`src/hdl/ecsr_pkg.sv`:
```
/*
 package for the ethernet control and status register group: offsets, field positions,
 reset values, codes and carrier structs. assumes an apb slave at 32-bit word offsets.
*/
package ecsr_pkg;
   localparam logic [11:0] ECSR_OFF_CONTROL = 12'h000;
   localparam logic [11:0] ECSR_OFF_TXSTAT = 12'h004;
   localparam logic [11:0] ECSR_OFF_STATUS = 12'h008;
   localparam logic [11:0] ECSR_OFF_SCRATCH = 12'h00c;
   localparam logic [15:0] ECSR_CONTROL_RESET = 16'h0000;
   localparam logic [15:0] ECSR_SCRATCH_RESET = 16'h0000;
   localparam logic [15:0] ECSR_PAUSE_ZERO = 16'h0000;
   localparam int ECSR_BIT_EXP = 15;
   localparam int ECSR_BIT_DIG_EN = 14;
   localparam int ECSR_BIT_DIG_IV = 13;
   localparam int ECSR_BIT_DIG_LAST = 12;
   localparam int ECSR_BIT_CIPHER = 11;
   localparam int ECSR_CIPH_HI = 10;
   localparam int ECSR_CIPH_LO = 9;
   localparam int ECSR_BIT_PACKET_COUNT_DECREMENT = 8;
   localparam int ECSR_FLOW_HI = 7;
   localparam int ECSR_FLOW_LO = 6;
   localparam int ECSR_BIT_COPY = 5;
   localparam int ECSR_BIT_COPY_EN = 4;
   localparam int ECSR_BIT_SEED = 3;
   localparam int ECSR_BIT_NOCS = 2;
   localparam int ECSR_BIT_TXREQ = 1;
   localparam int ECSR_BIT_RECEIVE_ENABLE = 0;
   localparam logic [1:0] ECSR_FLOW_IDLE = 2'h0;
   localparam logic [1:0] ECSR_FLOW_SINGLE = 2'h1;
   localparam logic [1:0] ECSR_FLOW_PERIODIC = 2'h2;
   localparam logic [1:0] ECSR_FLOW_END = 2'h3;
   localparam logic [1:0] ECSR_CIPH_RESERVED = 2'h3;

   // outcome of the last transmission as reported by the mac
   typedef struct packed {
      logic late_collision_flag;
      logic collision_limit_flag;
      logic excessive_defer_flag;
      logic defer_flag;
      logic transmit_checksum_mismatch;
      logic [3:0] collision_count;
   } ecsr_tx_outcome_t;

   // engine start handshake carrier: start pulse out, done pulse in
   typedef struct packed {
      logic exp_go;
      logic cipher_go;
      logic copy_go;
      logic tx_go;
   } ecsr_starts_t;

   typedef struct packed {
      logic exp_done;
      logic cipher_done;
      logic copy_done;
      logic tx_done;
   } ecsr_dones_t;
endpackage

```
`src/hdl/ecsr_regs.sv`:
```
/*
 control and status register group of a 10/100 ethernet controller, apb slave.
 assumes engines, mac, receive filters and interrupt flag logic sit outside and hand
 back done pulses and status levels synchronous to ref_clk_in.
*/
`timescale 1ns/1ps
module ecsr_regs
   import ecsr_pkg::*;
(
   // clock and reset
   input wire logic ref_clk_in,
   input wire logic sys_rst_in,
   // apb slave
   input wire logic psel_in,
   input wire logic penable_in,
   input wire logic pwrite_in,
   input wire logic [11:0] paddr_in,
   input wire logic [31:0] pwdata_in,
   input wire logic [3:0] pstrb_in,
   output logic [31:0] prdata_out,
   output logic pready_out,
   output logic pslverr_out,
   // engine handshakes
   output ecsr_starts_t starts_out,
   input wire ecsr_dones_t dones_in,
   // engine and mac configuration levels
   output logic digest_engine_enable_out,
   output logic digest_load_initial_value_out,
   output logic digest_last_block_out,
   output logic [1:0] cipher_operation_select_out,
   output logic copy_engine_copy_enable_out,
   output logic checksum_seed_select_out,
   output logic checksum_disable_out,
   output logic receive_enable_out,
   // flow control
   input wire logic full_duplex_select_in,
   input wire logic flow_done_in,
   input wire logic flow_engine_idle_in,
   output logic [1:0] flow_request_out,
   output logic backpressure_out,
   output logic [15:0] pause_timer_select_out,
   input wire logic [15:0] pause_timer_value_in,
   // mac and receive status
   input wire logic tx_outcome_valid_in,
   input wire ecsr_tx_outcome_t tx_outcome_in,
   input wire logic packet_stored_in,
   input wire logic receive_active_in,
   input wire logic clock_ready_in,
   input wire logic phy_full_duplex_in,
   input wire logic phy_link_up_in,
   input wire logic interrupt_pending_in,
   input wire logic global_interrupt_enable_in,
   // status to the pins
   output logic int_n_out,
   output logic [7:0] received_packet_count_out
);

   logic [15:0] ctrl_reg;
   logic [15:0] scratch_reg;
   ecsr_tx_outcome_t txstat_reg;
   logic [7:0] received_packet_count_reg;
   logic flow_idle_reg;
   logic [31:0] rdata_next;
   logic wr_access;
   logic rd_access;
   logic decrement;
   logic mapped;

   function automatic logic [15:0] lane_merge(input logic [15:0] old, input logic [31:0] d, input logic [3:0] s);
      lane_merge = {s[1] ? d[15:8] : old[15:8], s[0] ? d[7:0] : old[7:0]};
   endfunction

   assign wr_access = psel_in & penable_in & pwrite_in;
   assign rd_access = psel_in & ~penable_in & ~pwrite_in;
   assign mapped = (paddr_in == ECSR_OFF_CONTROL) | (paddr_in == ECSR_OFF_TXSTAT) |
                   (paddr_in == ECSR_OFF_STATUS) | (paddr_in == ECSR_OFF_SCRATCH);

   logic [15:0] ctrl_wr;
   assign ctrl_wr = lane_merge(ctrl_reg, pwdata_in, pstrb_in);
   assign decrement = wr_access & (paddr_in == ECSR_OFF_CONTROL) & pstrb_in[1] & ctrl_wr[ECSR_BIT_PACKET_COUNT_DECREMENT];

   // control register: start bits are set by software and cleared only by their done pulse
   always_ff @(posedge ref_clk_in) begin
      if (sys_rst_in) begin
         ctrl_reg <= ECSR_CONTROL_RESET;
      end else begin
         if (wr_access && paddr_in == ECSR_OFF_CONTROL) begin
            ctrl_reg <= ctrl_wr;
            // busy starts cannot be dropped by a write of zero
            ctrl_reg[ECSR_BIT_EXP] <= ctrl_reg[ECSR_BIT_EXP] | ctrl_wr[ECSR_BIT_EXP];
            ctrl_reg[ECSR_BIT_CIPHER] <= ctrl_reg[ECSR_BIT_CIPHER] | ctrl_wr[ECSR_BIT_CIPHER];
            ctrl_reg[ECSR_BIT_COPY] <= ctrl_reg[ECSR_BIT_COPY] | ctrl_wr[ECSR_BIT_COPY];
            ctrl_reg[ECSR_BIT_TXREQ] <= ctrl_reg[ECSR_BIT_TXREQ] | ctrl_wr[ECSR_BIT_TXREQ];
            ctrl_reg[ECSR_BIT_PACKET_COUNT_DECREMENT] <= 1'b0;
         end else begin
            if (dones_in.exp_done) begin
               ctrl_reg[ECSR_BIT_EXP] <= 1'b0;
            end
            if (dones_in.cipher_done) begin
               ctrl_reg[ECSR_BIT_CIPHER] <= 1'b0;
            end
            if (dones_in.copy_done) begin
               ctrl_reg[ECSR_BIT_COPY] <= 1'b0;
            end
            if (dones_in.tx_done) begin
               ctrl_reg[ECSR_BIT_TXREQ] <= 1'b0;
            end
            // one-shot flow codes return to idle once their pause frame is out
            if (flow_done_in && full_duplex_select_in &&
                (ctrl_reg[ECSR_FLOW_HI:ECSR_FLOW_LO] == ECSR_FLOW_END ||
                 ctrl_reg[ECSR_FLOW_HI:ECSR_FLOW_LO] == ECSR_FLOW_SINGLE)) begin
               ctrl_reg[ECSR_FLOW_HI:ECSR_FLOW_LO] <= ECSR_FLOW_IDLE;
            end
         end
      end
   end

   // start pulses: one cycle when a start bit rises from a write; cipher pulses only with a non-reserved code
   always_ff @(posedge ref_clk_in) begin
      if (sys_rst_in) begin
         starts_out <= '0;
      end else begin
         starts_out.exp_go <= wr_access && paddr_in == ECSR_OFF_CONTROL && !ctrl_reg[ECSR_BIT_EXP] &&
                              ctrl_wr[ECSR_BIT_EXP];
         starts_out.cipher_go <= wr_access && paddr_in == ECSR_OFF_CONTROL && !ctrl_reg[ECSR_BIT_CIPHER] &&
                                 ctrl_wr[ECSR_BIT_CIPHER] &&
                                 ctrl_wr[ECSR_CIPH_HI:ECSR_CIPH_LO] != ECSR_CIPH_RESERVED;
         starts_out.copy_go <= wr_access && paddr_in == ECSR_OFF_CONTROL && !ctrl_reg[ECSR_BIT_COPY] &&
                               ctrl_wr[ECSR_BIT_COPY];
         starts_out.tx_go <= wr_access && paddr_in == ECSR_OFF_CONTROL && !ctrl_reg[ECSR_BIT_TXREQ] &&
                             ctrl_wr[ECSR_BIT_TXREQ];
      end
   end

   // configuration levels to the engines and receive path
   always_ff @(posedge ref_clk_in) begin
      if (sys_rst_in) begin
         digest_engine_enable_out <= 1'b0;
         digest_load_initial_value_out <= 1'b0;
         digest_last_block_out <= 1'b0;
         cipher_operation_select_out <= 2'h0;
         copy_engine_copy_enable_out <= 1'b0;
         checksum_seed_select_out <= 1'b0;
         checksum_disable_out <= 1'b0;
         receive_enable_out <= 1'b0;
      end else begin
         digest_engine_enable_out <= ctrl_reg[ECSR_BIT_DIG_EN];
         digest_load_initial_value_out <= ctrl_reg[ECSR_BIT_DIG_IV];
         digest_last_block_out <= ctrl_reg[ECSR_BIT_DIG_LAST];
         cipher_operation_select_out <= ctrl_reg[ECSR_CIPH_HI:ECSR_CIPH_LO];
         copy_engine_copy_enable_out <= ctrl_reg[ECSR_BIT_COPY_EN];
         checksum_seed_select_out <= ctrl_reg[ECSR_BIT_SEED];
         checksum_disable_out <= ctrl_reg[ECSR_BIT_NOCS];
         receive_enable_out <= ctrl_reg[ECSR_BIT_RECEIVE_ENABLE];
      end
   end

   // flow control steering by duplex; host keeps code stable while busy
   always_ff @(posedge ref_clk_in) begin
      if (sys_rst_in) begin
         flow_request_out <= ECSR_FLOW_IDLE;
         backpressure_out <= 1'b0;
         pause_timer_select_out <= ECSR_PAUSE_ZERO;
         flow_idle_reg <= 1'b1;
      end else begin
         flow_request_out <= full_duplex_select_in ? ctrl_reg[ECSR_FLOW_HI:ECSR_FLOW_LO] : ECSR_FLOW_IDLE;
         backpressure_out <= !full_duplex_select_in &&
                             ctrl_reg[ECSR_FLOW_HI:ECSR_FLOW_LO] != ECSR_FLOW_IDLE;
         pause_timer_select_out <= (ctrl_reg[ECSR_FLOW_HI:ECSR_FLOW_LO] == ECSR_FLOW_END) ?
                                   ECSR_PAUSE_ZERO : pause_timer_value_in;
         flow_idle_reg <= flow_engine_idle_in && ctrl_reg[ECSR_FLOW_HI:ECSR_FLOW_LO] == ECSR_FLOW_IDLE;
      end
   end

   // transmit outcome captured whole at the end of each transmission
   always_ff @(posedge ref_clk_in) begin
      if (sys_rst_in) begin
         txstat_reg <= '0;
      end else if (tx_outcome_valid_in) begin
         txstat_reg <= tx_outcome_in;
      end
   end

   // packet count: a new packet and a decrement in one cycle cancel out
   always_ff @(posedge ref_clk_in) begin
      if (sys_rst_in) begin
         received_packet_count_reg <= 8'h00;
      end else if (packet_stored_in && !decrement) begin
         received_packet_count_reg <= received_packet_count_reg + 8'h01;
      end else if (decrement && !packet_stored_in && received_packet_count_reg != 8'h00) begin
         received_packet_count_reg <= received_packet_count_reg - 8'h01;
      end
   end

   always_ff @(posedge ref_clk_in) begin
      if (sys_rst_in) begin
         scratch_reg <= ECSR_SCRATCH_RESET;
      end else if (wr_access && paddr_in == ECSR_OFF_SCRATCH) begin
         scratch_reg <= lane_merge(scratch_reg, pwdata_in, pstrb_in);
      end
   end

   always_ff @(posedge ref_clk_in) begin
      if (sys_rst_in) begin
         int_n_out <= 1'b1;
         received_packet_count_out <= 8'h00;
      end else begin
         int_n_out <= !(interrupt_pending_in && global_interrupt_enable_in);
         received_packet_count_out <= received_packet_count_reg;
      end
   end

   // read mux; all status bits unused by the layout read zero
   always_comb begin
      rdata_next = 32'h0000_0000;
      case (paddr_in)
         ECSR_OFF_CONTROL: rdata_next[15:0] = ctrl_reg;
         ECSR_OFF_TXSTAT: rdata_next[15:0] = {5'h00, txstat_reg.late_collision_flag,
                                             txstat_reg.collision_limit_flag, txstat_reg.excessive_defer_flag,
                                             txstat_reg.defer_flag, 2'h0, txstat_reg.transmit_checksum_mismatch,
                                             txstat_reg.collision_count};
         ECSR_OFF_STATUS: rdata_next[15:0] = {interrupt_pending_in, flow_idle_reg, receive_active_in,
                                             clock_ready_in, 1'b0, phy_full_duplex_in, 1'b0, phy_link_up_in,
                                             received_packet_count_reg};
         ECSR_OFF_SCRATCH: rdata_next[15:0] = scratch_reg;
         default: rdata_next = 32'h0000_0000;
      endcase
   end

   // no wait state: data captured at setup, ready in the access phase
   always_ff @(posedge ref_clk_in) begin
      if (sys_rst_in) begin
         prdata_out <= 32'h0000_0000;
         pready_out <= 1'b0;
         pslverr_out <= 1'b0;
      end else begin
         pready_out <= psel_in && !penable_in;
         pslverr_out <= psel_in && !penable_in && !mapped;
         if (rd_access) begin
            prdata_out <= rdata_next;
         end
      end
   end
endmodule

```
`config.mk`:
```
export PLATFORM = sky130hd
export DESIGN_NAME = ecsr_regs
export DESIGN_NICKNAME = d
export VERILOG_FILES = /design/src/hdl/ecsr_pkg.sv /design/src/hdl/ecsr_regs.sv
export SDC_FILE = /design/constraint.sdc
export NUM_CORES = 1
export LEC_CHECK = 0
export BUFFER_PORTS_ARGS = -buffer_cell sky130_fd_sc_hd__buf_2
export CAP_MARGIN = 25
export CELL_PAD_IN_SITES_DETAIL_PLACEMENT = 0
export CELL_PAD_IN_SITES_GLOBAL_PLACEMENT = 1
export CORE_AREA = 2 2 127 117
export CTS_CLUSTER_DIAMETER = 40
export DETAILED_ROUTE_END_ITERATION = 10
export DIE_AREA = 0 0 129 119
export PLACE_DENSITY_LB_ADDON = 0.1
export SYNTH_ARGS = -nofsm -noshare
export SYNTH_HDL_FRONTEND = slang
export SYNTH_SLANG_ARGS = --single-unit
```
`constraint.sdc`:
```
create_clock -name ref_clk_in -period 2.3 [get_ports ref_clk_in]
set_input_delay 0.23 -clock ref_clk_in [delete_from_list [all_inputs] [get_ports ref_clk_in]]
set_output_delay 0.23 -clock ref_clk_in [all_outputs]
set_load 0.05 [all_outputs]
```
# == Word-level counts from Yosys, hierarchy flattened ==
# Cells that the tools add are included.
# classes
addsub,2
n_mul,0
div,0
n_lt_le_gt_ge,0
n_eq_ne,7
shifts,0
muxes,14
bitwise_logic,17
n_reduce_logical,49
# ops
cell,count
$pmux W16 S4,1
$mux W8,4
$eq A12 B4 Y1 const B,2
$logic_and A1 B1 Y1,21
$reduce_bool A2 Y1,7
$eq A12 B3 Y1 const B,1
$logic_not A12 Y1,1
$logic_not A1 Y1,10
$reduce_and A2 Y1,5
$add A8 B1 Y8 const B,1
$reduce_bool A8 Y1,1
$sub A8 B1 Y8 const B,1
$and A1 B1 Y1,7
$mux W1,7
$or A1 B1 Y1,7
$ne A2 B2 Y1 const B,2
$reduce_or A2 Y1,2
$mux W3,1
$not A1 Y1,3
$eq A2 B1 Y1 const B,1
$eq A2 B2 Y1 const B,1
$logic_not A2 Y1,1
$mux W2,1
$logic_or A1 B1 Y1,1
# word_totals
register_bits,108
latch_bits,0
ram_bits,0
rom_bits,0
in_bits,93
elab_cells,127
n_memories,0

# == Depth between registers and ports, before layout ==
# Gate-level depths: netlist of the first run.
# depth
word_depth,9
depth_mapped,11

# == Worst setup path after synthesis of the first run ==
# No wires, ideal clock.
# synth_timing
kind,input -> register
start,input port paddr_in[2]
end,register received_packet_count_reg[5]
setup_time_ns,0.116
arrival_time_ns,2.340
required_time_ns,2.184
path_slack_ns,-0.156
cell_stages,11
n_path_buf,1
path_cell_list,buf_4 -> nor4_4 -> nand4_4 -> o21a_4 -> clkinv_4 -> ha_1 -> a211oi_1 -> o21bai_1 -> a21oi_1 -> xnor2_1 -> a31o_2
# synth_via
elab_chain_len,7
elab_cells_between_ends,10
cone_classes,mux: 1; bitwise: 3; reduce/logical: 6
# synth_lines
item,line,source
"start, declared",ecsr_regs.sv:17,"input wire logic [11:0] paddr_in,"
$logic_not A12 Y1 (*),ecsr_regs.sv:80,assign decrement = wr_access & (paddr_in == ECSR_OFF_CONTROL) & pstrb_in[1] & ctrl_wr[ECSR_BIT_PACKET_COUNT_DE ...
$and A1 B1 Y1 (*) (3 in series),ecsr_regs.sv:80,
$logic_not A1 Y1 / $logic_and A1 B1 Y1 (equally long branches),"ecsr_regs.sv:188, ecsr_regs.sv:190",
$logic_and A1 B1 Y1 (on tied branches),"ecsr_regs.sv:188, ecsr_regs.sv:190",
$mux W8 / $reduce_bool A2 Y1 (equally long branches),-,
"end signal, assigned",ecsr_regs.sv:189,received_packet_count_reg <= received_packet_count_reg + 8'h01;
"end signal, assigned",ecsr_regs.sv:191,received_packet_count_reg <= received_packet_count_reg - 8'h01;
"end, declared",ecsr_regs.sv:61,logic [7:0] received_packet_count_reg;
# Every way passes the cells marked *; elsewhere a longest branch is shown, timed or not.
# A chain may end at the register's enable or synchronous reset.

# == Worst setup path after layout of the first run ==
# layout_timing
start,input port paddr_in[1]
end,register received_packet_count_reg[5]
# The elaborated chain is that of the path after synthesis.

==> results of run 1 <==
[layout make-up]
type,instances,area (µm²)
timing repair buffer,151,801
clock inverter,6,71.3
sequential,108,2160
fill,1472,8490
inverter,6,27.5
clock buffer,10,229
tap,198,248
multi-input combinational,308,2210
[worst max-delay path: stages]
cell and delay [ns]:
buf_2 0.11, nor4_4 0.37, nand4_4 0.15, o21a_4 0.23, clkinv_4 0.08, ha_2 0.30, o21ai_1 0.23, o21bai_1 0.09
a21oi_1 0.19, xnor2_1 0.09, a31o_2 0.24
[synthesized netlist by cell type (3+ instances only)]
cell,number
and2_1,16
buf_4,17
nor4_4,3
nor3_1,6
mux2_4,6
nand2_1,36
a22o_1,7
mux4_2,7
nor2b_1,18
nand3_1,19
dfxtp_1,108
a21oi_1,26
o21ai_0,3
and3_1,4
buf_2,3
a211oi_1,4
mux2i_1,32
nand4_1,3
clkbuf_1,16
nor2_4,3
inv_1,5
nor4_1,3
mux2_2,8
a22oi_1,4
ha_1,6
nor4b_1,3
nor2_1,44
[kinds of logic after synthesis]
| group | share of synthesized area, % |
|---|---|
| and+or+nand+nor | 20.8 |
| buffers and inverters | 5.71 |
| DFF | 47.4 |
| xor gates and xnor gates | 0.384 |
| other | 0.0823 |
| adders and majority gates | 2.09 |
| muxes | 14.4 |
| AOI/OAI and AO/OA | 9.03 |
[through the flow]
stage / setup WS [ns] / instances / utilization, % / cell area (µm²)
floorplan: -0.0275 / 462 / - / 4630
global placement: -0.0979 / 771 / 38.2 / 5450
detailed placement: -0.127 / 771 / 38.2 / 5450
CTS: 0.252 / 787 / 40.4 / 5750
global route: 0.160 / 787 / 40.4 / 5750
finish: 0.250 / 787 / 40.4 / 5750
[per-layer routing]
layer,vias up,share of wire (%),wire [µm],global-route usage [%]
met3,7,6.2,735,5.30
met1,1642,50,5960,22.6
met5,-,0,0,0
met2,99,43,5120,23.0
met4,0,0.90,107,3.67
li1,1799,-,-,-
[worst paths after layout]
check	endpoint	from	cells after the start	slack, ns
max	received_packet_count_reg[5]	paddr_in[1]	11	0.25
min	int_n_out	global_interrupt_enable_in	2	0.06
max reg2reg	received_packet_count_reg[6]	received_packet_count_reg[0]	6	0.48
min reg2reg	prdata_out[9]	prdata_out[9]	2	0.45
[power groups by stage]
stage	clock [µW]	sequential [µW]	combinational, µW
floorplan	0	2100	396
global placement	0	2020	662
detailed placement	0	2020	669
CTS	1660	1970	671
global route	1720	1980	719
finish	1580	1970	665
==> reports/results.tsv, run 1 <==
metric	value	unit
run status	finished, final reports clean	
first-pass GRT wire length	18400	µm
max-slew violations	0	
share of the clock period used by the worst path	89.1	%
Slew @ Worst Pin	0.952	ns
fin crit period	2.05	ns
cts hold-fix bufs	0	
syn_area_per_cell	10.2	µm²
Area growth, synth to finish	26.1	%
Clock Path Buffers	2	
CTS tree	done	
die area	15400	µm²
Final Setup Violations	0	
clock power share	37.4	%
vias in the first global route	3372	
# DRC	0	
WL/cell	15.1	µm
die height	119	µm
Post-CTS Repair Setup Buffers	0	
leading area contributor after synthesis	dfxtp_1	
layout cells sized above 1	35.3	%
skew final	0.00616	ns
TritonRoute pass-1 iters	4	
Via Count	3547	
Cells after Synth	447	
number of CTS-inserted buffers	9	
Nets	684	
Initial Util	32.0	%
IO Port Bufs	133	
RSZ-0062 raised after global routing	false	
Fin Setup TNS	0	ns
Max-cap violations	0	
crit path max fanout	8	
H-tree level count	3	
total wire length	11900	µm
Internal Power	3050	µW
Syn. warnings	0	
commonest non-fill, non-tap cell in the layout	buf_2	
gpl congestion	0.760	
post-synthesis cell type count	56	
Final Hold Viols	0	
clock transition at the registers of the reported paths	0.07	ns
Worst-Skew Late Latency	0.35	ns
Netlist Area Pre-Place	4560	µm²
Yosys reg bits	108	
Peak VDD IR	0.000397	V
Max Clock Freq	488	MHz
critical path class	input port to register	
Sequential Power Share	46.8	%
synth top area cells	dfxtp_1 47%, mux2i_1 7.0%, nor2_1 3.6%	
initial antenna violation count	0	
CTS resizes	0	
Top Ports	168	
power density cells	734	nW/µm²
GRT Overall Usage	15.8	%
FFs w/ async S/R, synth	0	%
combinational share of power	15.8	%
CTS sink count	108	
crit path DAT	2.30	ns
drt via density	4.51	
Sw Pwr	1170	µW
Core Area	14200	µm²
Setup crit end kind	register	
Max transition margin	36.6	%
startpoint types	input port	
total gr overflow	0	
Switching Share	27.8	%
post-route ant nets	0	
critical path required time	2.55	ns
worst hold path class	input port to register	
die width	129	µm
initial DRC count	194	
EDFF count, synth	0	
dpl hpwl	9020	µm
ant diodes	0	
CTS root buf	clkbuf_16	
leakage	0.00267	µW
most frequent cells in the layout	133 x buf_2, 108 x dfxtp_1, 44 x nor2_1, 36 x nand2_1, 32 x mux2i_1	
Most used DFF post-synth	dfxtp_1	
Power Total	4220	µW
pin count of the biggest net entering global routing	36	
hold_ws	0.0591	ns
Synth top area share	47.4	%
# rows	42	
sequential area share after synthesis	47.4	%
No activity file was read; power rests on OpenSTA's default activity.
==> run 2, diff against run 1 <==
==> constraint.sdc (replaced) <==
create_clock -name ref_clk_in -period 2.3 [get_ports ref_clk_in]
set_input_delay 0.46 -clock ref_clk_in [delete_from_list [all_inputs] [get_ports ref_clk_in]]
set_output_delay 0.46 -clock ref_clk_in [all_outputs]
set_load 0.05 [all_outputs]
==> reports/results.tsv, run 2 (synthesis gave the netlist of run 1 again) <==
metric	value	unit	change
CTS tree	done		
CP max stage delay	0.34	ns	-0.03 ns
Setup crit end kind	register		
run status	finished, final reports clean		
worst slack, placed	-0.279	ns	-0.151 ns
pin count of the biggest net entering global routing	56		+56%
leakage	0.00275	µW	+2.8%
Switching Share	27.4	%	-0.32 points
Area growth, synth to finish	30.7	%	
Nets	695		+1.6%
Fin Setup TNS	0	ns	unchanged
clock power share	38.5	%	+1.1 points
combinational share of power	16.7	%	+0.9 points
Internal Power	3220	µW	+5.6%
die width	129	µm	unchanged
Critical-path top delay cell	nor4_4		
dpl hpwl	9140	µm	+1.4%
die area	15400	µm²	unchanged
Final Hold Viols	0		unchanged
Worst-Skew Late Latency	0.36	ns	about the same
critical path class	input port to register		
layout cells sized above 1	37.8	%	+2.5 points
power density cells	744	nW/µm²	+1.4%
max-slew violations	0		unchanged
crit path DAT	2.42	ns	+0.12 ns
crit path cell chain	buf_2 > nor4_4 > nand4_4 > o21a_4 > clkinv_8 > ha_4 > a211oi_4 > o21bai_1 > a21oi_1 > xnor2_1 > a31o_2		
Max Clock Freq	461	MHz	-5.5%
ant diodes	0		unchanged
die height	119	µm	unchanged
critical path required time	2.56	ns	about the same
CTS root buf	clkbuf_16		
Sequential Power Share	44.7	%	-2.1 points
share of the clock period used by the worst path	94.3	%	+5.2 points
number of CTS-inserted buffers	9		unchanged
# rows	42		unchanged
Max-cap violations	0		unchanged
CTS sink count	108		unchanged
Clock Path Buffers	2		unchanged
clock transition at the registers of the reported paths	0.07	ns	about the same
gpl congestion	0.780		+2.6%
total gr overflow	0		unchanged
worst hold path class	input port to register		
skew final	0.00471	ns	-0.00144 ns
GRT Overall Usage	16.3	%	+0.45 points
Post-CTS Repair Setup Buffers	0		unchanged
initial DRC count	135		-30%
first-pass GRT wire length	19000	µm	+3.5%
Top Ports	168		unchanged
# DRC	0		unchanged
startpoint types	input port		
vias in the first global route	3459		+2.6%
Core Area	14200	µm²	unchanged
Via Count	3583		+1.0%
TritonRoute pass-1 iters	4		unchanged
WL/cell	15.3	µm	+0.81%
H-tree level count	3		unchanged
Sw Pwr	1220	µW	+3.9%
fin worst setup slack	0.131	ns	-0.119 ns
drt via density	4.49		-0.38%
commonest non-fill, non-tap cell in the layout	buf_2		
Final Setup Violations	0		unchanged
post-route ant nets	0		unchanged
most frequent cells in the layout	133 x buf_2, 108 x dfxtp_1, 43 x nor2_1, 36 x nand2_1, 32 x mux2i_1		
initial antenna violation count	0		unchanged
fin crit period	2.17	ns	+0.119 ns
crit path max fanout	8		unchanged
Peak VDD IR	0.000356	V	-10%
RR Startpoint	received_packet_count_reg[0]		
worst setup path startpoint	paddr_in[1]		
Worst Hold Launch	global_interrupt_enable_in		
Initial Util	32.0	%	unchanged
total wire length	12200	µm	+2.2%
IO Port Bufs	133		unchanged
run 2: path summary, 6_finish.rpt:
kind / to / slack, ns / cells after the start
setup / recovery: received_packet_count_reg[5] / 0.13 / 11
hold reg to reg: prdata_out[7] / 0.45 / 2
setup reg to reg: received_packet_count_reg[6] / 0.51 / 6
hold / removal: int_n_out / 0.29 / 2
run 2: repair_timing:
item / in CTS / in global routing
resized for setup: 0 / 4
hold endpoints to repair: 0 / 0
setup endpoints to repair: 0 / 2
hold buffers: 0 / 0
run 2: cell type report:
type / count / area [µm²]
Sequential cell: 108 / 2160
Multi-Input combinational cell: 308 / 2290
Fill cell: 1439 / 8280
Clock inverter: 6 / 95.1
Clock buffer: 10 / 229
Timing Repair Buffer: 162 / 896
Inverter: 6 / 35.0
Tap cell: 198 / 248
run 2: critical path: cells and delay by family:
| family | cells | cell delay, ns |
|---|---|---|
| AOI/OAI and AO/OA | 5 | 0.98 |
| and+or+nand+nor | 2 | 0.48 |
| adders and majority gates | 1 | 0.21 |
| xor gates and xnor gates | 1 | 0.08 |
| buffers and inverters | 2 | 0.20 |
run 2: layer usage:
metal | vias up | track usage (%) | routed length, µm
met4 | 0 | 5.30 | 178
met5 | - | 0 | 0
li1 | 1815 | - | -
met3 | 15 | 4.36 | 665
met1 | 1660 | 23.4 | 6090
met2 | 93 | 23.6 | 5250
run 2: through the flow:
step	cell area (µm²)	std cells	utilization [%]	total power, µW	hold slack, ns
after floorplan	4710	462	-	2530	0.417
after global placement	5600	781	39.3	2750	0.440
after detailed placement	5600	781	39.3	2750	0.446
after CTS	5930	797	41.6	4480	0.273
after global routing	5960	798	41.8	4650	0.284
final	5960	798	41.8	4430	0.285
run 2: power groups by stage:
stage	registers, µW	logic, µW	clock network [µW]
after floorplan	2110	422	0
after global routing	1990	806	1850
after CTS	1980	731	1770
after detailed placement	2030	728	0
final	1980	742	1710
after global placement	2020	722	0
==> run 3, diff against run 2 <==
--- a/config.mk
+++ b/config.mk
@@ -5,14 +5,14 @@
 export SDC_FILE = /design/constraint.sdc
 export NUM_CORES = 1
 export LEC_CHECK = 0
-export BUFFER_PORTS_ARGS = -buffer_cell sky130_fd_sc_hd__buf_2
 export CAP_MARGIN = 25
 export CELL_PAD_IN_SITES_DETAIL_PLACEMENT = 0
 export CELL_PAD_IN_SITES_GLOBAL_PLACEMENT = 1
-export CORE_AREA = 2 2 127 117
+export CORE_AREA = 2 2 116 107
 export CTS_CLUSTER_DIAMETER = 40
 export DETAILED_ROUTE_END_ITERATION = 10
-export DIE_AREA = 0 0 129 119
+export DIE_AREA = 0 0 118 109
+export DONT_BUFFER_PORTS = 1
 export PLACE_DENSITY_LB_ADDON = 0.1
 export SYNTH_ARGS = -nofsm -noshare
 export SYNTH_HDL_FRONTEND = slang
==> reports/results.tsv, run 3 (synthesis gave the netlist of run 1 again) <==
metric	value	unit	change
Critical-path top delay cell	nor4_4		
Initial Util	38.8	%	+6.8 points
CTS resizes	0		unchanged
gpl congestion	0.788		+1.0%
startpoint types	input port		
CP max stage delay	0.35	ns	about the same
Post-Place Cells	599		-23%
fin crit period	2.09	ns	-0.0833 ns
worst path buffer plus inverter count	1		-1
Final Hold Viols	0		unchanged
CTS root buf	clkbuf_16		
crit path DAT	2.31	ns	-0.11 ns
ant diodes	0		unchanged
Nets	550		-21%
GRT Overall Usage	17.7	%	+1.4 points
initial DRC count	179		+33%
post-route insts no fill	615		-23%
Final Setup Violations	0		unchanged
Max-cap violations	0		unchanged
die height	109	µm	-8.4%
layout cells sized above 1	17.6	%	-20 points
H-tree level count	3		unchanged
most frequent cells in the layout	108 x dfxtp_1, 44 x nor2_1, 36 x nand2_1, 32 x mux2i_1, 25 x a21oi_1		
Final Instance Area	5070	µm²	-15%
drt via density	5.11		+14%
Slew @ Worst Pin	0.540	ns	
WL/cell	18.2	µm	+19%
pin count of the biggest net entering global routing	89		+59%
commonest non-fill, non-tap cell in the layout	dfxtp_1		
crit path max fanout	8		unchanged
hold_ws	0.181	ns	-0.104 ns
critical path required time	2.52	ns	-0.04 ns
CTS tree	done		
TritonRoute pass-1 iters	4		unchanged
Crit path max-delay family	compound AO/OA/AOI/OAI gates		
run status	finished, final reports clean		
skew final	0.00362	ns	-0.00109 ns
# DRC	0		unchanged
critical path class	input port to register		
IO Port Bufs	0		-100%
cts hold-fix bufs	0		unchanged
share of the clock period used by the worst path	90.7	%	-3.6 points
Top Ports	168		unchanged
vias in the first global route	3015		-13%
Worst-Skew Late Latency	0.34	ns	-0.02 ns
Area growth, synth to finish	11.3	%	
die width	118	µm	-8.5%
crit path cell chain	nor4_4 > nand4_4 > o21a_4 > clkinv_8 > ha_2 > o21ai_1 > o21a_1 > or2_4 > a31oi_1 > o311ai_1		
fillers	1163		-19%
power density cells	790	nW/µm²	+6.2%
max-slew violations	0		unchanged
RSZ-0062 raised after global routing	false		
Setup crit end kind	register		
Max Clock Freq	479	MHz	+4.0%
# rows	38		-9.5%
post-route ant nets	0		unchanged
Worst Hold Launch	interrupt_pending_in		
number of CTS-inserted buffers	9		unchanged
Max transition margin	63.9	%	
Clock Path Buffers	2		unchanged
Core Area	11700	µm²	-18%
total gr overflow	0		unchanged
leakage	0.00206	µW	-25%
die area	12900	µm²	-16%
dpl cell area	4790	µm²	-14%
worst hold path class	input port to register		
dpl hpwl	8160	µm	-11%
CTS sink count	108		unchanged
Via Count	3141		-12%
first-pass GRT wire length	17100	µm	-10%
Fin Setup TNS	0	ns	unchanged
RR Startpoint	received_packet_count_reg[0]		
worst setup path startpoint	paddr_in[7]		
fin util	43.2	%	+1.4 points
clock transition at the registers of the reported paths	0.07	ns	about the same
total wire length	11200	µm	-8.1%
Post-CTS Repair Setup Buffers	0		unchanged
initial antenna violation count	0		unchanged
Peak VDD IR	0.000331	V	-7.0%
-- run 3: cell count changes in the layout (fill, tap and decap cells not counted), sizes merged --
| cell | before | now |
|---|---|---|
| buf | 162 | 17 |
| bufinv | 2 | 0 |
| clkbuf | 10 | 12 |
| clkinv | 3 | 5 |
| inv | 7 | 5 |
-- run 3: area by class of cell --
| type | instances | area, µm² | area share, % |
|---|---|---|---|
| multi-input cells | 308 | 2270 | 44.7 |
| flip-flops and latches | 108 | 2160 | 42.6 |
| clock buffers | 12 | 256 | 5.06 |
| well taps | 160 | 200 | 3.95 |
| repair buffers | 17 | 128 | 2.52 |
| inverters | 6 | 35.0 | 0.691 |
| clock inverters | 4 | 23.8 | 0.469 |
-- run 3: worst paths after layout --
check / slack, ns / depth (start not counted) / to
worst max-delay path: 0.21 / 10 / received_packet_count_reg[7]
worst min-delay path: 0.18 / 1 / int_n_out
worst max register to register: 0.54 / 6 / received_packet_count_reg[6]
worst min register to register: 0.46 / 1 / starts_out[1]
-- run 3: stage by stage --
step	setup slack (ns)	total power, µW
floorplan	-0.179	2530
CTS	0.212	4070
global route	0.0816	4190
finish	0.214	4010
global placement	-0.151	2580
detailed placement	-0.162	2580
-- run 3: power breakdown --
part	leakage, µW	total (µW)	internal (µW)	switching (µW)
clock	0.000142	1470	791	680
sequential	0.000879	2090	1930	156
combinational	0.00104	451	230	221
total	0.00206	4010	2950	1060
-- run 3: metal layers --
| layer | track usage [%] | wire [µm] |
|---|---|---|
| met2 | 25.7 | 4770 |
| met5 | 0 | 0 |
| met4 | 7.49 | 211 |
| met3 | 5.96 | 828 |
| met1 | 24.0 | 5380 |
